--- src/shared/c16ss_consts.vh ---
`ifndef C16SS_CONSTS_VH
`define C16SS_CONSTS_VH
`define C16SS_ADDR_W       26
`define C16SS_DATA_W       16
`define C16SS_FIFO_DEPTH   16
`define C16SS_TCYC_NS      30
`define C16SS_SU_MEM_MIN   3'h1
`define C16SS_SU_IO_MIN    3'h2
`define C16SS_SU_IOW_MIN   3'h3
`define C16SS_SU_MAX       3'h7
`define C16SS_PW_MIN       5'h03
`define C16SS_HL_MIN       3'h1
`define C16SS_WDATA_LAG    3'h2
`define C16SS_CE_LAG       3'h1
`define C16SS_CMD_W        47
`define C16SS_CMD_WR       46
`define C16SS_CMD_IO       45
`define C16SS_CMD_REG      44
`define C16SS_CMD_CEH      43
`define C16SS_CMD_CEL      42
`define C16SS_CMD_ADDR_HI  41
`define C16SS_CMD_ADDR_LO  16
`define C16SS_CMD_DATA_HI  15
`define C16SS_CMD_DATA_LO  0
`define C16SS_TMG_SU_HI    2
`define C16SS_TMG_SU_LO    0
`define C16SS_TMG_PW_HI    7
`define C16SS_TMG_PW_LO    3
`define C16SS_TMG_HL_HI    10
`define C16SS_TMG_HL_LO    8
`endif

--- src/hw/c16ss_fifo.v ---
module c16ss_fifo #(
   parameter WIDTH = 8,
   parameter DEPTH = 16,
   parameter AW    = 4
) (
   input  wire             clk_i,
   input  wire             rst_n_i,
   input  wire             in_valid_i,
   output wire             in_ready_o,
   input  wire [WIDTH-1:0] in_data_i,
   output wire             out_valid_o,
   input  wire             out_ready_i,
   output wire [WIDTH-1:0] out_data_o
);
   reg [WIDTH-1:0] mem [0:DEPTH-1];
   reg [AW-1:0]    wr_q;
   reg [AW-1:0]    rd_q;
   reg [AW:0]      cnt_q;
   reg             rdy_q;
   wire [AW:0]     cnt_d;
   wire            push;
   wire            pop;
   // ready is registered from the next count so the port comes from a flop
   assign in_ready_o  = rdy_q;
   assign cnt_d       = cnt_q + {{AW{1'b0}}, push} - {{AW{1'b0}}, pop};
   assign out_valid_o = (cnt_q != {(AW+1){1'b0}});
   assign out_data_o  = mem[rd_q];
   assign push = in_valid_i & in_ready_o;
   assign pop  = out_valid_o & out_ready_i;
   always @(posedge clk_i) begin
      if (push) begin
         mem[wr_q] <= in_data_i;
      end
   end
   always @(posedge clk_i or negedge rst_n_i) begin
      if (!rst_n_i) begin
         wr_q  <= {AW{1'b0}};
         rd_q  <= {AW{1'b0}};
         cnt_q <= {(AW+1){1'b0}};
         rdy_q <= 1'b1;
      end else begin
         if (push) begin
            wr_q <= (wr_q == DEPTH[AW-1:0] - 1'b1) ? {AW{1'b0}} : wr_q + 1'b1;
         end
         if (pop) begin
            rd_q <= (rd_q == DEPTH[AW-1:0] - 1'b1) ? {AW{1'b0}} : rd_q + 1'b1;
         end
         cnt_q <= cnt_d;
         rdy_q <= (cnt_d != DEPTH[AW:0]);
      end
   end
endmodule // c16ss_fifo

--- src/hw/c16ss_sequencer.v ---
// Notes on behaviour
// - all timing counted in 30 ns clocks
// - memory address setup 1-7 before strobe
// - memory strobe low 3-31 clocks
// - address held 1-7 after strobe rises
// - memory write data follows setup and hold
// - memory timing from programmable register
// - I/O timing from separate programmable register
// - I/O address setup 2-7 before strobe, 3-7 for writes
// - I/O strobe low 3-31 clocks
// - I/O address held 1-7 after strobe
// - I/O card enables one clock after address
// - I/O write data leads by setup minus two
// - wait request extends strobe, release after one
`include "c16ss_consts.vh"
module c16ss_sequencer #(
   parameter AW    = `C16SS_ADDR_W,
   parameter DW    = `C16SS_DATA_W,
   parameter DEPTH = `C16SS_FIFO_DEPTH
) (
   input  wire                  clk_sys_i,
   input  wire                  rst_n_i,
   input  wire                  cmd_valid_i,
   output wire                  cmd_ready_o,
   input  wire                  cmd_write_i,
   input  wire                  cmd_io_i,
   input  wire                  cmd_attr_i,
   input  wire [1:0]            cmd_ce_i,
   input  wire [AW-1:0]         cmd_addr_i,
   input  wire [DW-1:0]         cmd_wdata_i,
   input  wire [10:0]           mem_timing_i,
   input  wire [10:0]           io_timing_i,
   output reg                   done_o,
   output reg  [DW-1:0]         rdata_o,
   output reg                   rd_acked_o,
   output reg                   port16_o,
   output reg                   busy_o,
   output reg  [AW-1:0]         card_address_o,
   output reg                   attr_sel_n_o,
   output reg  [1:0]            card_enable_n_o,
   output reg                   mem_read_strobe_n_o,
   output reg                   mem_write_strobe_n_o,
   output reg                   io_read_strobe_n_o,
   output reg                   io_write_strobe_n_o,
   input  wire [DW-1:0]         card_data_bus_i,
   output reg  [DW-1:0]         card_data_bus_o,
   output reg                   card_data_bus_oe_o,
   input  wire                  card_wait_n_i,
   input  wire                  io_port_width16_n_i,
   input  wire                  input_port_acknowledge_n_i
);
   localparam ST_IDLE  = 2'h0;
   localparam ST_SETUP = 2'h1;
   localparam ST_PULSE = 2'h2;
   localparam ST_HOLD  = 2'h3;

   reg                   rst_s1_q;
   reg                   rst_s2_q;
   wire                  rst_n;
   reg  [2:0]            wait_s_q;
   reg  [2:0]            w16_s_q;
   reg  [2:0]            ack_s_q;
   wire                  wait_act;
   wire                  f_valid;
   reg                   f_ready;
   wire [`C16SS_CMD_W-1:0] f_data;
   reg  [1:0]            st_q;
   reg  [4:0]            cnt_q;
   reg  [2:0]            su_q;
   reg  [4:0]            pw_q;
   reg  [2:0]            hl_q;
   reg                   wr_q;
   reg                   io_q;
   reg  [1:0]            ce_q;
   reg  [DW-1:0]         wd_q;
   reg                   waited_q;
   wire [10:0]           tsel;
   wire [2:0]            su_raw;
   wire [4:0]            pw_raw;
   wire [2:0]            hl_raw;
   wire [2:0]            su_min;
   wire [2:0]            su_c;
   wire [4:0]            pw_c;
   wire [2:0]            hl_c;
   wire                  strobe_end;

   always @(posedge clk_sys_i or negedge rst_n_i) begin
      if (!rst_n_i) begin
         rst_s1_q <= 1'b0;
         rst_s2_q <= 1'b0;
      end else begin
         rst_s1_q <= 1'b1;
         rst_s2_q <= rst_s1_q;
      end
   end
   assign rst_n = rst_s2_q;

   // stage 0 and 1 synchronise, stage 2 is the one-clock-later copy for release
   always @(posedge clk_sys_i or negedge rst_n) begin
      if (!rst_n) begin
         wait_s_q <= 3'h7;
         w16_s_q  <= 3'h7;
         ack_s_q  <= 3'h7;
      end else begin
         wait_s_q <= {wait_s_q[1:0], card_wait_n_i};
         w16_s_q  <= {w16_s_q[1:0], io_port_width16_n_i};
         ack_s_q  <= {ack_s_q[1:0], input_port_acknowledge_n_i};
      end
   end
   // wait counts as active until it has been high for one whole clock
   assign wait_act = ~wait_s_q[1] | ~wait_s_q[2];

   c16ss_fifo #(
      .WIDTH (`C16SS_CMD_W),
      .DEPTH (DEPTH),
      .AW    (4)
   ) u_fifo (
      .clk_i       (clk_sys_i),
      .rst_n_i     (rst_n),
      .in_valid_i  (cmd_valid_i),
      .in_ready_o  (cmd_ready_o),
      .in_data_i   ({cmd_write_i, cmd_io_i, cmd_attr_i, cmd_ce_i,
                     cmd_addr_i, cmd_wdata_i[`C16SS_DATA_W-1:3], cmd_wdata_i[2:0]}),
      .out_valid_o (f_valid),
      .out_ready_i (f_ready),
      .out_data_o  (f_data)
   );

   // counts are clocks of the bus clock, nominally TCYC_NS each
   assign tsel   = f_data[`C16SS_CMD_IO] ? io_timing_i : mem_timing_i;
   assign su_raw = tsel[`C16SS_TMG_SU_HI:`C16SS_TMG_SU_LO];
   assign pw_raw = tsel[`C16SS_TMG_PW_HI:`C16SS_TMG_PW_LO];
   assign hl_raw = tsel[`C16SS_TMG_HL_HI:`C16SS_TMG_HL_LO];
   // out-of-range settings are clamped to the least legal value
   assign su_min = !f_data[`C16SS_CMD_IO] ? `C16SS_SU_MEM_MIN :
                   f_data[`C16SS_CMD_WR]  ? `C16SS_SU_IOW_MIN : `C16SS_SU_IO_MIN;
   assign su_c   = (su_raw < su_min) ? su_min : su_raw;
   assign pw_c   = (pw_raw < `C16SS_PW_MIN) ? `C16SS_PW_MIN : pw_raw;
   assign hl_c   = (hl_raw < `C16SS_HL_MIN) ? `C16SS_HL_MIN : hl_raw;
   assign strobe_end = (cnt_q == pw_q) & ~wait_act;

   always @* begin
      f_ready = (st_q == ST_IDLE) & f_valid;
   end

   always @(posedge clk_sys_i or negedge rst_n) begin
      if (!rst_n) begin
         st_q                 <= ST_IDLE;
         cnt_q                <= 5'h00;
         su_q                 <= 3'h0;
         pw_q                 <= 5'h00;
         hl_q                 <= 3'h0;
         wr_q                 <= 1'b0;
         io_q                 <= 1'b0;
         ce_q                 <= 2'h3;
         wd_q                 <= {DW{1'b0}};
         waited_q             <= 1'b0;
         done_o               <= 1'b0;
         rdata_o              <= {DW{1'b0}};
         rd_acked_o           <= 1'b0;
         port16_o             <= 1'b0;
         busy_o               <= 1'b0;
         card_address_o       <= {AW{1'b0}};
         attr_sel_n_o         <= 1'b1;
         card_enable_n_o      <= 2'h3;
         mem_read_strobe_n_o  <= 1'b1;
         mem_write_strobe_n_o <= 1'b1;
         io_read_strobe_n_o   <= 1'b1;
         io_write_strobe_n_o  <= 1'b1;
         card_data_bus_o      <= {DW{1'b0}};
         card_data_bus_oe_o   <= 1'b0;
      end else begin
         done_o <= 1'b0;
         case (st_q)
            ST_IDLE: begin
               busy_o <= 1'b0;
               if (f_valid) begin
                  busy_o         <= 1'b1;
                  su_q           <= su_c;
                  pw_q           <= pw_c;
                  hl_q           <= hl_c;
                  wr_q           <= f_data[`C16SS_CMD_WR];
                  io_q           <= f_data[`C16SS_CMD_IO];
                  ce_q           <= ~f_data[`C16SS_CMD_CEH:`C16SS_CMD_CEL];
                  wd_q           <= f_data[`C16SS_CMD_DATA_HI:`C16SS_CMD_DATA_LO];
                  card_address_o <= f_data[`C16SS_CMD_ADDR_HI:`C16SS_CMD_ADDR_LO];
                  attr_sel_n_o   <= ~f_data[`C16SS_CMD_REG];
                  if (!f_data[`C16SS_CMD_IO]) begin
                     card_enable_n_o <= ~f_data[`C16SS_CMD_CEH:`C16SS_CMD_CEL];
                     if (f_data[`C16SS_CMD_WR]) begin
                        card_data_bus_o    <= f_data[`C16SS_CMD_DATA_HI:`C16SS_CMD_DATA_LO];
                        card_data_bus_oe_o <= 1'b1;
                     end
                  end
                  cnt_q    <= 5'h01;
                  waited_q <= 1'b0;
                  st_q     <= ST_SETUP;
               end
            end
            ST_SETUP: begin
               // I/O card enables trail the address by one clock
               if (io_q && cnt_q == {2'h0, `C16SS_CE_LAG}) begin
                  card_enable_n_o <= ce_q;
               end
               // I/O write data is driven for the last setup-minus-two clocks
               if (io_q && wr_q && cnt_q == `C16SS_WDATA_LAG) begin
                  card_data_bus_o    <= wd_q;
                  card_data_bus_oe_o <= 1'b1;
               end
               if (io_q) begin
                  port16_o <= ~w16_s_q[1];
               end
               if (cnt_q == {2'h0, su_q}) begin
                  cnt_q <= 5'h01;
                  st_q  <= ST_PULSE;
                  if (io_q) begin
                     io_read_strobe_n_o  <= wr_q;
                     io_write_strobe_n_o <= ~wr_q;
                  end else begin
                     mem_read_strobe_n_o  <= wr_q;
                     mem_write_strobe_n_o <= ~wr_q;
                  end
               end else begin
                  cnt_q <= cnt_q + 5'h01;
               end
            end
            ST_PULSE: begin
               if (io_q && !wr_q && !ack_s_q[1]) begin
                  waited_q <= 1'b1;
               end
               if (io_q) begin
                  port16_o <= ~w16_s_q[1];
               end
               if (strobe_end) begin
                  mem_read_strobe_n_o  <= 1'b1;
                  mem_write_strobe_n_o <= 1'b1;
                  io_read_strobe_n_o   <= 1'b1;
                  io_write_strobe_n_o  <= 1'b1;
                  if (!wr_q) begin
                     rdata_o <= card_data_bus_i;
                  end
                  rd_acked_o <= io_q & ~wr_q & (waited_q | ~ack_s_q[1]);
                  cnt_q      <= 5'h01;
                  st_q       <= ST_HOLD;
               end else if (cnt_q != pw_q) begin
                  cnt_q <= cnt_q + 5'h01;
               end
            end
            ST_HOLD: begin
               if (cnt_q == {2'h0, hl_q}) begin
                  card_enable_n_o    <= 2'h3;
                  attr_sel_n_o       <= 1'b1;
                  card_data_bus_oe_o <= 1'b0;
                  done_o             <= 1'b1;
                  busy_o             <= 1'b0;
                  st_q               <= ST_IDLE;
               end else begin
                  cnt_q <= cnt_q + 5'h01;
               end
            end
            default: begin
               st_q <= ST_IDLE;
            end
         endcase
      end
   end
endmodule // c16ss_sequencer

--- config.mk ---
export PLATFORM = sky130hd
export DESIGN_NAME = c16ss_sequencer
export DESIGN_NICKNAME = d
export VERILOG_FILES = /design/src/hw/c16ss_fifo.v /design/src/hw/c16ss_sequencer.v
export VERILOG_INCLUDE_DIRS = /design/src /design/src/shared
export SDC_FILE = /design/constraint.sdc
export NUM_CORES = 1
export LEC_CHECK = 0
export ABC_CLOCK_PERIOD_IN_PS = 5650
export BUFFER_PORTS_ARGS = -buffer_cell sky130_fd_sc_hd__buf_2
export CAP_MARGIN = 20
export CORE_MARGIN = 4
export CORE_UTILIZATION = 35
export CTS_BUF_LIST = sky130_fd_sc_hd__clkbuf_4
export DETAILED_ROUTE_END_ITERATION = 8
export GPL_TIMING_DRIVEN = 0
export SETUP_SLACK_MARGIN = 0.02
export SYNTH_ARGS = -nofsm -noshare
export SYNTH_HDL_FRONTEND = slang
export SYNTH_SLANG_ARGS = --single-unit
--- constraint.sdc ---
create_clock -name clk_sys_i -period 5.65 [get_ports clk_sys_i]
set_input_delay 1.4125 -clock clk_sys_i [delete_from_list [all_inputs] [get_ports clk_sys_i]]
set_output_delay 1.4125 -clock clk_sys_i [all_outputs]
set_load 0.01 [all_outputs]
=== Yosys cells after proc, flatten, opt, wreduce, memory -nomap -nowiden ===
Memories as Yosys holds them, arrays and structs flattened.
Index checks and enable logic that the tools add are counted.

* Order comparisons: 3
* Equality and inequality tests: 25
* Mux-type cells: 60
* Bitwise operators: 16
* Reduce and logical (&&, ||, !) cells: 29
* $add $sub $neg: 5

{| class="wikitable"
|+ Operator list
! cell !! number
|-
| $mux W16 || 4
|-
| $pmux W16 S2 || 1
|-
| $mux W5 || 6
|-
| $mux W1 || 24
|-
| $ne A2 B2 Y1 const B || 12
|-
| $pmux W5 S4 || 1
|-
| $mux W2 || 9
|-
| $pmux W1 S2 || 7
|-
| $reduce_and A3 Y1 || 4
|-
| $reduce_and A4 Y1 || 3
|-
| $mux W11 || 1
|-
| $eq A5 B3 Y1 || 2
|-
| $reduce_and A5 Y1 || 2
|-
| $add A4 B1 Y4 const B || 2
|-
| $eq A4 B4 Y1 const B || 2
|-
| $mux W4 || 2
|-
| $pmux W2 S4 || 1
|-
| $reduce_and A2 Y1 || 4
|-
| $reduce_bool A2 Y1 || 4
|-
| $not A1 Y1 || 7
|-
| $and A1 B1 Y1 || 6
|-
| $mux W3 || 2
|-
| $pmux W2 S3 || 1
|-
| $reduce_and A6 Y1 || 1
|-
| 23 further kinds || 30
|}

* Output and inout port bits: 71
* Word-level logic and storage cells: 172
* Register bits: 132
* Memories: 1
* RAM bits: 752

{| class="wikitable"
|+ Memory list
! name !! depth !! width !! rd ports !! clocked after Yosys merged registers in !! write ports !! line !! source
|-
| u_fifo.mem || 16 || 47 || 1 || 0 || 1 || c16ss_fifo.v:15 || <nowiki>reg [WIDTH-1:0] mem [0:DEPTH-1];</nowiki>
|}

=== Logic depth before layout (Yosys ltp) ===
Gate-level depths: netlist of the first run.

* Word-level depth: 6
* Mapped depth: 15
* Gate-level depth less buffers: 14

=== Cells and area by module ===
A second synthesis of the first run with hierarchy kept.

* Cell total of the unflattened synthesis: 1856
* Area, all modules: 35328.9 µm²

{| class="wikitable"
|+ Modules (own cells, without submodules)
! module !! cells each !! times used !! area an instance (µm²)
|-
| c16ss_fifo || 1451 || 1 || 29998.8
|-
| c16ss_sequencer || 405 || 1 || 5330.1
|}

=== Worst setup path before layout of the first run ===
No wires, ideal clock.

* Kind: in2reg
* Start point: in cmd_valid_i
* End point: mem u_fifo.mem[4][0] in the netlist's numbering, enable pin
* Path slack: 2216 ps
* Stages: 5
* Library setup time: 409 ps
* Data arrival time: 3025 ps
* Data required time: 5241 ps
* Cell sequence: nand2_1 > inv_1 > nand2_1 > nor2_1 > and2_1

* Word-level cells in the longest chain between the ends: 3

{| class="wikitable"
|+ Ends and longest elaborated chain
! what !! line !! source
|-
| start: declaration || c16ss_sequencer.v:23 || <nowiki>input wire cmd_valid_i,</nowiki>
|-
| $and A1 B1 Y1 || c16ss_fifo.v:28 || <nowiki>assign push = in_valid_i & in_ready_o;</nowiki>
|-
| net u_fifo.push || c16ss_fifo.v:21 || <nowiki>wire push;</nowiki>
|-
| $mux W1 || c16ss_fifo.v:31 || <nowiki>if (push) begin</nowiki>
|-
| $mux W1 (not written as such) || c16ss_fifo.v:32 || <nowiki>mem[wr_q] <= in_data_i;</nowiki>
|-
| end: declaration || c16ss_fifo.v:15 ||
|}

The timed path passes the listed nets, and every way through them passes these cells.

=== Worst setup path after layout of the first run ===
* Start point: reg u_fifo.cnt_q[3]
* End point: reg u_fifo.rdy_q, in the netlist u_fifo.in_ready_o

* Word-level cells in the longest chain between the ends: 5
* Elaborated cells on any way between the ends: 6

{| class="wikitable"
|+ Ends and longest elaborated chain
! what !! line !! source
|-
| start: declaration || c16ss_fifo.v:18 || <nowiki>reg [AW:0] cnt_q;</nowiki>
|-
| start signal: assignment || c16ss_fifo.v:39 || <nowiki>cnt_q <= {(AW+1){1'b0}};</nowiki>
|-
| start signal: assignment || c16ss_fifo.v:48 || <nowiki>cnt_q <= cnt_d;</nowiki>
|-
| $reduce_bool A5 Y1 || c16ss_fifo.v:26 || <nowiki>assign out_valid_o = (cnt_q != {(AW+1){1'b0}});</nowiki>
|-
| $and A1 B1 Y1 || c16ss_sequencer.v:143 || <nowiki>f_ready = (st_q == ST_IDLE) & f_valid;</nowiki>
|-
| net f_ready || c16ss_sequencer.v:65 || <nowiki>reg f_ready;</nowiki>
|-
| $and A1 B1 Y1 || c16ss_fifo.v:29 || <nowiki>assign pop = out_valid_o & out_ready_i;</nowiki>
|-
| $sub A5 B1 Y5 || c16ss_fifo.v:25 || <nowiki>assign cnt_d = cnt_q + {{AW{1'b0}}, push} - {{AW{1'b0}}, pop};</nowiki>
|-
| net u_fifo.cnt_d[4] || c16ss_fifo.v:20 || <nowiki>wire [AW:0] cnt_d;</nowiki>
|-
| $ne A5 B5 Y1 || c16ss_fifo.v:49 || <nowiki>rdy_q <= (cnt_d != DEPTH[AW:0]);</nowiki>
|-
| end signal: assignment || c16ss_fifo.v:49 ||
|-
| end: declaration || c16ss_fifo.v:19 || <nowiki>reg rdy_q;</nowiki>
|}

The timed path passes the listed nets, and every way through them passes these cells.
A chain may end at the register's enable or synchronous reset.

==> run_results.csv, run 1 <==
group,metric,value,unit
yosys,synthTopCellsByArea,"edfxtp_1 (66%), mux4_2 (9.9%), dfrtp_1 (8.4%), nand2_1 (2.2%), mux2i_1 (2.2%)",
power_and_ir_drop,peakVddDrop,0.250,mV
clocking,cts_tree,"yes",
setup_path,critical_path_peak_fanout,8,
power_and_ir_drop,p_per_area,504,nW/um2
sta,relSlewSlack,30.4,%
detailed_routing,drt-initial-drc-count,1485,
power_and_ir_drop,power.internal,13.3,mW
yosys,yosys_most_used_dff,"edfxtp_1",
floorplan,start_util,35.5,%
hold_path,min_path_type,"in2async",
sta,finalHoldViolCount,0,
sta,finClkSkew,0.0547,ns
clocking,clock-root-buffer,"clkbuf_4",
global_routing,grt_antenna_before_repair,20,
detailed_routing,drtPass1Iterations,5,
floorplan,die_y,322,um
yosys,async_flop_share,14.9,%
job,drv_cap,0,
power_and_ir_drop,switching_share,33.9,%
final_layout,final_util,41.2,%
power_and_ir_drop,p_leak,14.1,nW
setup_path,cpMostUsedCell,"ha_1",
yosys,avgSynthCellArea,18.5,um2
yosys,synthCells,1858,
floorplan,die-area,103000,um2
detailed_routing,ant_nets,0,
placement,gp_congestion,0.817,
yosys,synth_common_cells,"edfxtp_1 (752), nand2_1 (203), mux4_2 (152)",
global_routing,overflow,0,
global_routing,grt_use_total,16.9,%
power_and_ir_drop,seq_power_share,41.5,%
floorplan,die_w,322,um
sta,setup_viol,0,
sta,fin_hold_ws,0.158,ns
setup_path,r2r_cells,15,
detailed_routing,wl,86.9,mm
detailed_routing,dr_total_vias,19100,
floorplan,core_area,97100,um2
sta,layout_min_cycle_time,4.48,ns
sta,worstMarginPinSlew,1.04,ns
setup_path,crit_arrival,5.44,ns
floorplan,io_pins,162,
final_layout,fin_area,40000,um2
placement,dp_hpwl,53.9,mm
clocking,postCtsHoldBufs,0,
yosys,netlist_area,34400,um2
floorplan,row_count,114,
clocking,cts_buffers,209,
global_routing,grt_pass1_vias,20100,
status,status,"complete, no violations",
setup_path,slowest_stage,"nor4b_1",
clocking,cts_buffer_depth,3,
yosys,ys_ff_latch,884,
clocking,clkSlewWorstSetupHoldPaths,0.07,ns
setup_path,r2r_slack,1.17,ns
setup_path,slowest_delay,0.81,ns
setup_path,worstSetupStartpointType,"flop",
power_and_ir_drop,combPwrFrac,32.6,%
yosys,synth_nets,1969,
placement,placed_area,37200,um2
clocking,cts_setup_buffers,0,
power_and_ir_drop,pwr-share-clk,25.9,%
yosys,ys_warn_count,0,
placement,numPortBuffers,161,
yosys,synth.most_common_cell,"edfxtp_1",
final_layout,drive_gt1_share,32.6,%
detailed_routing,via_per_inst,5.14,
sta,period_share,79.2,%
setup_path,r2r-end,"u_fifo.in_ready_o$_DFF_PN1_",
yosys,netlist.area_leader.share,65.6,%
setup_path,r2r_start,"u_fifo.cnt_q[3]$_DFF_PN0_",
detailed_routing,wl_per_cell,23.4,um
sta,rsz0062_at_grt,"no",
clocking,ctsResizeCount,0,
yosys,yosysUniqueCellTypes,61,
setup_path,path_class,"reg2reg",
clocking,clk_latency,1.07,ns
detailed_routing,post-route-drc-count,0,
placement,placed_cells,3309,
final_layout,final_nets,2356,
clocking,clkSinkCount,884,
sta,slew_viol_final,0,
yosys,yosysTopAreaCell,"edfxtp_1",
setup_path,crit_chain,"inv_1, ha_1, nor4b_1, nand2b_1, clkbuf_1, clkinv_1, ha_1, inv_1, ha_1, fa_1, a21oi_1, nor2_1, nor2_1, xnor2_1, nand3b_1",
global_routing,grt_max_degree,56,
final_layout,instances_no_fill,3709,
power_and_ir_drop,switchingPower,6.83,mW
clocking,htree_levels,4,
yosys,synth_edf_count,752,
sta,fin_tns_setup,0,ns
global_routing,grt_pass1_wl,129,mm
sta,max_freq,223,MHz
setup_path,worstSetupEndpointType,"flop",
setup_path,cp.required,6.61,ns
final_layout,syn_to_final_growth,16.3,%
yosys,yosysSeqAreaShare,75.2,%
==> worst max-delay path by stage <==
stage	from	to	cells past startpoint	slack (ns)
detailed placement	u_fifo.cnt_q[3]$_DFF_PN0_	u_fifo.in_ready_o$_DFF_PN1_	15	1.05
CTS	u_fifo.cnt_q[3]$_DFF_PN0_	u_fifo.in_ready_o$_DFF_PN1_	15	1.00
floorplan	rst_n$_DFF_PN0_	busy_o$_DFFE_PN0P_	0	1.73
global placement	rst_n$_DFF_PN0_	card_data_bus_o[0]$_DFFE_PN0P_	0	-0.62
global route	u_fifo.cnt_q[2]$_DFF_PN0_	u_fifo.in_ready_o$_DFF_PN1_	15	0.80
finish	u_fifo.cnt_q[3]$_DFF_PN0_	u_fifo.in_ready_o$_DFF_PN1_	15	1.17
==> logic make-up after synthesis <==
family | after synthesis | synth area share [%]
DFF | 884 | 75.2
muxes | 271 | 13.7
AOI/OAI and AO/OA | 236 | 4.41
buffers and inverters | 121 | 1.61
other | 1 | 0.0109
adders and majority gates | 20 | 0.748
and+or+nand+nor | 308 | 3.86
xor gates and xnor gates | 17 | 0.432
==> final cells by class <==
type	instances	area (um2)
flip-flops and latches	884	25900
inverters	22	82.6
multi-input cells	853	8030
clock inverters	66	358
plain buffers	99	470
clock buffers	325	2440
repair buffers	176	1140
well taps	1276	1600
fillers	8714	57100
diodes	8	20.0
==> metal layers <==
metal | global-route usage, % | up-vias | share of wire (%)
li1 | - | 8351 | -
met1 | 20.7 | 9808 | 39
met2 | 28.3 | 744 | 50
met3 | 5.39 | 156 | 8.4
met4 | 5.76 | 14 | 2.4
met5 | 0 | - | 0.11
==> state kept, by name, summed over array words and instances (netlist names), 2 cells and up <==
signal,cells
wait_s_q,3
u_fifo.wr_q,4
card_enable_n_o,2
u_fifo.rd_q,4
rdata_o,16
ack_s_q,2
pw_q,5
card_address_o,26
wd_q,16
hl_q,3
w16_s_q,2
ce_q,2
u_fifo.cnt_q,5
st_q,2
card_data_bus_o,16
cnt_q,5
u_fifo.mem,752
su_q,3
==> per-stage QoR <==
step / worst slack [ns] / total power, mW
after floorplan: 1.73 / 12.7
after global placement: -0.617 / 14.9
after detailed placement: 1.05 / 15.2
after CTS: 1.00 / 20.4
after global routing: 0.799 / 21.4
final: 1.17 / 20.2
==> cell usage in the layout, fill, tap and decap left out, types with 4 or more instances in the layout <==
cell	n
a21oi_1	16
ha_1	19
nand3_1	21
clkinv_4	5
mux2i_1	75
buf_16	6
nand2b_1	4
dfstp_2	17
nand2_1	203
xnor2_1	10
and2_4	12
diode_2	8
nor2_1	27
nor4_1	4
dfrtp_1	114
mux4_2	152
inv_1	20
o221ai_1	56
o21ai_0	125
o31ai_1	6
xor2_1	7
clkinv_2	6
mux2_4	10
o22ai_1	6
buf_12	8
buf_1	18
nor3_1	10
mux2_2	33
clkinv_1	47
clkbuf_1	46
and3_4	4
buf_4	13
buf_2	180
edfxtp_1	752
clkbuf_4	325
==> power by group through the flow <==
stage               Clock [mW]  Sequential, mW  Combinational [mW]
finish                    5.24            8.37                6.57
global route              5.77            8.45                7.16
CTS                       5.38            8.37                6.66
detailed placement           0            8.51                6.64
global placement             0            8.52                6.42
floorplan                    0            8.54                4.18
==> critical path: cells and delay by family (launching register included) <==
kind | cells | cell delay, ns
AO/OA/AOI/OAI | 1 | 0.17
XOR/XNOR | 1 | 0.16
adder cells (fa/ha/maj) | 4 | 1.23
buffers and inverters | 4 | 1.15
flip-flops | 1 | 0.39
AND/OR/NAND/NOR | 5 | 1.30
(Power assumes the default switching activity.)
==> run 2: changes to the inputs <==
--- a/config.mk
+++ b/config.mk
@@ -6,7 +6,7 @@
 export SDC_FILE = /design/constraint.sdc
 export NUM_CORES = 1
 export LEC_CHECK = 0
-export ABC_CLOCK_PERIOD_IN_PS = 5650
+export ABC_CLOCK_PERIOD_IN_PS = 4400
 export BUFFER_PORTS_ARGS = -buffer_cell sky130_fd_sc_hd__buf_2
 export CAP_MARGIN = 20
 export CORE_MARGIN = 4
==> constraint.sdc (replaced) <==
create_clock -name clk_sys_i -period 4.4 [get_ports clk_sys_i]
set_input_delay 1.1 -clock clk_sys_i [delete_from_list [all_inputs] [get_ports clk_sys_i]]
set_output_delay 1.1 -clock clk_sys_i [all_outputs]
set_load 0.01 [all_outputs]
==> run_results.csv, run 2 (synthesized netlist as in run 1, its figures left out) <==
group,metric,value,unit
clocking,clkSlewWorstSetupHoldPaths,0.07,ns
global_routing,grt_antenna_before_repair,20,
clocking,cts_setup_buffers,0,
placement,pre_cts_slack,-0.202,ns
global_routing,overflow,0,
final_layout,instances_no_fill,3710,
power_and_ir_drop,p_per_area,647,nW/um2
setup_path,crit_chain,"inv_1, ha_1, nor4b_2, nand2b_1, clkbuf_2, clkinvlp_4, ha_1, inv_1, ha_1, fa_1, a21oi_1, nor2_1, nor2_1, xnor2_1, nand3b_1",
setup_path,critical_path_peak_fanout,8,
detailed_routing,dr_total_vias,19100,
detailed_routing,drtPass1Iterations,7,
detailed_routing,via_per_inst,5.14,
setup_path,worstSetupStartpointType,"flop",
power_and_ir_drop,peakVddDrop,0.322,mV
floorplan,die-area,103000,um2
final_layout,largestRegisters,"u_fifo.mem (752), card_address_o (26)",
floorplan,die_y,322,um
clocking,cts_buffer_depth,3,
setup_path,crit_family,"adder cells",
sta,setup_viol,0,
setup_path,crit_buf_inv,4,
sta,relSlewSlack,33.7,%
sta,max_freq,272,MHz
power_and_ir_drop,p_leak,14.1,nW
placement,numPortBuffers,161,
sta,finClkSkew,0.0619,ns
detailed_routing,ant_nets,0,
clocking,clkSinkCount,884,
global_routing,grt_max_degree,56,
detailed_routing,wl,86.9,mm
floorplan,row_count,114,
setup_path,slowest_stage,"nor4b_2",
global_routing,grt_use_total,16.9,%
setup_path,path_class,"reg2reg",
final_layout,syn_to_final_growth,16.4,%
detailed_routing,drt-initial-drc-count,1499,
clocking,clock-root-buffer,"clkbuf_4",
sta,layout_min_cycle_time,3.67,ns
sta,finalHoldViolCount,0,
setup_path,worstSetupEndpointType,"flop",
final_layout,fill_cells,8711,
clocking,htree_levels,4,
setup_path,crit_arrival,4.64,ns
clocking,cts_buffers,209,
setup_path,cpMostUsedCell,"ha_1",
floorplan,start_util,35.5,%
global_routing,grt_pass1_vias,20100,
job,drv_cap,0,
floorplan,io_pins,162,
final_layout,final_nets,2358,
clocking,clk_latency,1.08,ns
final_layout,final_common_cell,"edfxtp_1",
final_layout,largest_register_ffs,752,
sta,rsz0062_at_grt,"no",
floorplan,core_area,97100,um2
placement,gp_congestion,0.817,
final_layout,most-common-layout-cells,"edfxtp_1 (752), clkbuf_4 (325), nand2_1 (203)",
placement,placed_cells,3309,
placement,dp_hpwl,53.9,mm
sta,period_share,83.5,%
detailed_routing,wl_per_cell,23.4,um
hold_path,min_path_type,"in2reg",
sta,layout_setup_ws,0.728,ns
floorplan,die_w,322,um
sta,slew_viol_final,0,
setup_path,cp.required,5.37,ns
status,status,"complete, no violations",
final_layout,top_register,"u_fifo.mem",
setup_path,slowest_delay,0.49,ns
sta,worstMarginPinSlew,0.995,ns
detailed_routing,post-route-drc-count,0,
final_layout,drive_gt1_share,32.7,%
global_routing,grt_pass1_wl,129,mm
clocking,cts_tree,"yes",
==> run 2: cell count changes in the layout (fill, tap and decap cells not counted) <==
cell / before / now
dlygate4sd3_1: 0 / 2
clkbuf_1: 46 / 45
clkbuf_2: 0 / 1
clkinv_1: 47 / 46
clkinvlp_4: 2 / 3
diode_2: 8 / 7
nor4b_1: 2 / 1
nor4b_2: 0 / 1
==> run 2: worst register-to-register path: cells and delay by family, from the launching register on <==
family	cells	cell delay [ns]
flops	1	0.39
fa+ha+maj	4	1.15
simple gates	5	0.96
buf+inv	4	0.76
xor+xnor	1	0.16
compound gates	1	0.17
==> run 2: what timing repair did <==
item | in CTS | in global routing
setup endpoints to repair | 2 | 1
hold buffers | 2 | 0
gates resized for setup | 1 | 3
hold endpoints to repair | 3 | 0
==> run 2: cell type report <==
cell class,instances,area [um2],area share [%]
Tap cell,1276,1600,3.98
Clock buffer,325,2440,6.09
Sequential cell,884,25900,64.6
Buffer,99,472,1.18
Timing Repair Buffer,178,1160,2.90
Multi-Input combinational cell,853,8030,20.0
Inverter,22,86.3,0.215
Clock inverter,66,358,0.893
Antenna cell,7,17.5,0.0437
==> run 2: report_power, final <==
group	internal, mW	switching, mW	total [mW]
logic	3.36	5.08	8.43
clock network	3.50	3.23	6.73
registers	10.3	0.465	10.8
total	17.1	8.78	25.9
==> run 2: final timing paths <==
| check | cells after the start | endpoint | from | slack (ns) |
|---|---|---|---|---|
| hold / removal | 1 | w16_s_q[0]$_DFF_PN1_ | io_port_width16_n_i | 0.16 |
| setup / recovery | 15 | u_fifo.in_ready_o$_DFF_PN1_ | u_fifo.cnt_q[3]$_DFF_PN0_ | 0.73 |
| min in group asynchronous | 0 | card_address_o[5]$_DFFE_PN0P_ | rst_n$_DFF_PN0_ | 0.24 |
| max in group asynchronous | 2 | w16_s_q[0]$_DFF_PN1_ | rst_n$_DFF_PN0_ | 3.10 |
| setup reg to reg | 15 | u_fifo.in_ready_o$_DFF_PN1_ | u_fifo.cnt_q[3]$_DFF_PN0_ | 0.73 |
| hold reg to reg | 0 | card_address_o[5]$_DFFE_PN0P_ | rst_n$_DFF_PN0_ | 0.24 |
==> run 2: per-layer routing <==
metal,wire length [um],global-route usage (%),part of all wire (%)
met5,92,0,0.11
met4,2240,5.76,2.6
met3,6900,5.38,7.9
met2,43100,28.3,50
met1,34500,20.7,40
==> run 2: stage by stage <==
step	TNS [ns]	power, mW	utilization, %	hold WS (ns)	cell area (um2)
finish	0	25.9	41.3	0.160	40100
detailed placement	-0.300	19.5	38.3	0.293	37200
global placement	-279.09	19.2	37.9	0.338	36800
global route	0	27.4	41.2	0.0387	40100
CTS	0	26.2	41.2	0.0153	40000
floorplan	0	16.3	-	0.331	34400
==> run 3: changes to the inputs <==
--- a/config.mk
+++ b/config.mk
@@ -6,7 +6,7 @@
 export SDC_FILE = /design/constraint.sdc
 export NUM_CORES = 1
 export LEC_CHECK = 0
-export ABC_CLOCK_PERIOD_IN_PS = 4400
+export ABC_CLOCK_PERIOD_IN_PS = 3050
 export BUFFER_PORTS_ARGS = -buffer_cell sky130_fd_sc_hd__buf_2
 export CAP_MARGIN = 20
 export CORE_MARGIN = 4
==> constraint.sdc (replaced) <==
create_clock -name clk_sys_i -period 3.05 [get_ports clk_sys_i]
set_input_delay 0.7625 -clock clk_sys_i [delete_from_list [all_inputs] [get_ports clk_sys_i]]
set_output_delay 0.7625 -clock clk_sys_i [all_outputs]
set_load 0.01 [all_outputs]
==> run_results.csv, run 3 (synthesized netlist as in run 1, its figures left out) <==
group,metric,value,unit
sta,finClkSkew,0.0715,ns
setup_path,r2r_cells,8,
floorplan,io_pins,162,
clocking,cts_buffers,214,
global_routing,grt_pass1_wl,131,mm
final_layout,largest_register_ffs,752,
final_layout,final_common_cell,"edfxtp_1",
final_layout,largestRegisters,"u_fifo.mem (752), card_address_o (26)",
setup_path,cp-endpoint,"card_data_bus_oe_o$_DFFE_PN0P_",
setup_path,critical_path_peak_fanout,11,
sta,layout_min_cycle_time,2.97,ns
power_and_ir_drop,combPwrFrac,32.9,%
placement,gp_congestion,0.822,
final_layout,top_register,"u_fifo.mem",
setup_path,crit_arrival,3.91,ns
job,drv_cap,0,
final_layout,drive_gt1_share,32.1,%
sta,setup_viol,0,
sta,fin_hold_ws,0.152,ns
sta,max_freq,337,MHz
floorplan,core_area,97100,um2
placement,numPortBuffers,161,
detailed_routing,drt-initial-drc-count,1708,
clocking,clkSinkCount,884,
setup_path,r2r_start,"u_fifo.rd_q[2]$_DFFE_PN0P_",
final_layout,syn_to_final_growth,19.5,%
power_and_ir_drop,seq_power_share,40.9,%
clocking,clk_latency,1.06,ns
power_and_ir_drop,peakVddDrop,0.374,mV
global_routing,grt_pass1_vias,20700,
sta,slew_viol_final,0,
sta,relSlewSlack,26.1,%
sta,finalHoldViolCount,0,
sta,fin_tns_setup,0,ns
final_layout,fin_area,41200,um2
global_routing,grt_antenna_before_repair,5,
setup_path,worstSetupEndpointType,"flop",
setup_path,critPathLaunch,"u_fifo.rd_q[2]$_DFFE_PN0P_",
sta,period_share,97.2,%
floorplan,die_w,322,um
global_routing,grt_max_degree,60,
placement,placed_cells,3309,
clocking,clkSlewWorstSetupHoldPaths,0.07,ns
power_and_ir_drop,p_per_area,921,nW/um2
hold_path,min_path_type,"in2reg",
power_and_ir_drop,switchingPower,12.9,mW
clocking,clock-root-buffer,"clkbuf_4",
setup_path,r2r_slack,0.08,ns
detailed_routing,drtPass1Iterations,5,
final_layout,final_util,42.4,%
detailed_routing,dr_total_vias,19400,
clocking,cts_tree,"yes",
floorplan,row_count,114,
power_and_ir_drop,power.internal,25.1,mW
sta,worstMarginPinSlew,1.08,ns
detailed_routing,wl_per_cell,23.1,um
placement,dp_hpwl,53.6,mm
final_layout,instances_no_fill,3811,
detailed_routing,ant_nets,0,
power_and_ir_drop,pwr-share-clk,26.1,%
setup_path,r2r-end,"card_data_bus_oe_o$_DFFE_PN0P_",
detailed_routing,wl,88.2,mm
floorplan,die_y,322,um
floorplan,die-area,103000,um2
setup_path,path_class,"reg2reg",
clocking,cts_buffer_depth,3,
global_routing,grt_use_total,17.0,%
detailed_routing,via_per_inst,5.10,
global_routing,overflow,0,
clocking,htree_levels,4,
sta,rsz0062_at_grt,"yes",
power_and_ir_drop,p_leak,14.5,nW
status,status,"complete, no violations",
setup_path,worstSetupStartpointType,"flop",
floorplan,start_util,35.5,%
power_and_ir_drop,switching_share,33.9,%
final_layout,final_nets,2453,
final_layout,most-common-layout-cells,"edfxtp_1 (752), clkbuf_4 (308), nand2_1 (203)",
detailed_routing,post-route-drc-count,0,
placement,placed_area,37200,um2
setup_path,cp.required,3.99,ns
## run 3: per-stage QoR
step	power (mW)	setup WS [ns]
floorplan	23.6	0.0605
global placement	27.7	-1.19
detailed placement	28.1	-1.19
CTS	38.3	0.0229
global route	40.1	-0.00617
finish	37.9	0.0843
## run 3: per-layer routing
layer  GRT usage [%]  part of all wire (%)  vias up
met5               0                 0.015        -
met4            5.45                   2.0        2
met3            5.01                   7.6      130
met2            28.7                    50      742
met1            21.2                    41    10000
li1                -                     -     8543
## run 3: power by group through the flow
stage / registers, mW / clock network [mW] / logic, mW
2_1_floorplan: 15.8 / 0 / 7.75
3_3_place_gp: 15.8 / 0 / 11.9
3_5_place_dp: 15.8 / 0 / 12.3
4_1_cts: 15.5 / 10.2 / 12.6
5_1_grt: 15.7 / 10.9 / 13.5
6_report: 15.5 / 9.92 / 12.5
## run 3: layout make-up
cell class              count  area, um2
diodes                      4       10.0
plain buffers              98        533
clock buffers             304       2280
clock inverters           101        591
fillers                  8597      56000
inverters                  22       87.6
multi-input cells         854       8080
flip-flops and latches    884      25900
well taps                1276       1600
repair buffers            268       2070
## run 3: repair_timing
action	4_1_cts	5_1_grt
hold endpoints to repair	703	0
gates cloned	0	1
pin swaps	1	0
gates resized for setup	29	23
setup buffers	2	3
hold buffers	88	0
endpoints found under the setup margin	75	34
## run 3: how the worst min path moves through the flow
stage | from | to | slack (ns) | cells past startpoint
finish | cmd_wdata_i[12] | u_fifo.mem[5][12]$_DFFE_PP_ | 0.15 | 1
global route | cmd_wdata_i[12] | u_fifo.mem[5][12]$_DFFE_PP_ | 0.03 | 1
CTS | cmd_wdata_i[12] | u_fifo.mem[5][12]$_DFFE_PP_ | 0.0008 | 1
detailed placement | rst_n$_DFF_PN0_ | card_address_o[19]$_DFFE_PN0P_ | 0.22 | 0
global placement | rst_s1_q$_DFF_PN0_ | rst_n$_DFF_PN0_ | 0.34 | 0
floorplan | rst_s1_q$_DFF_PN0_ | rst_n$_DFF_PN0_ | 0.33 | 0
## run 3: critical path, stage by stage, from the launching register on
cell	delay, ns
dfrtp_1	0.35
buf_2	0.25
nand2b_1	0.12
clkbuf_1	0.36
o22ai_1	0.16
nor3_1	0.35
o32ai_2	0.16
a2111oi_1	0.67
mux2_2	0.41
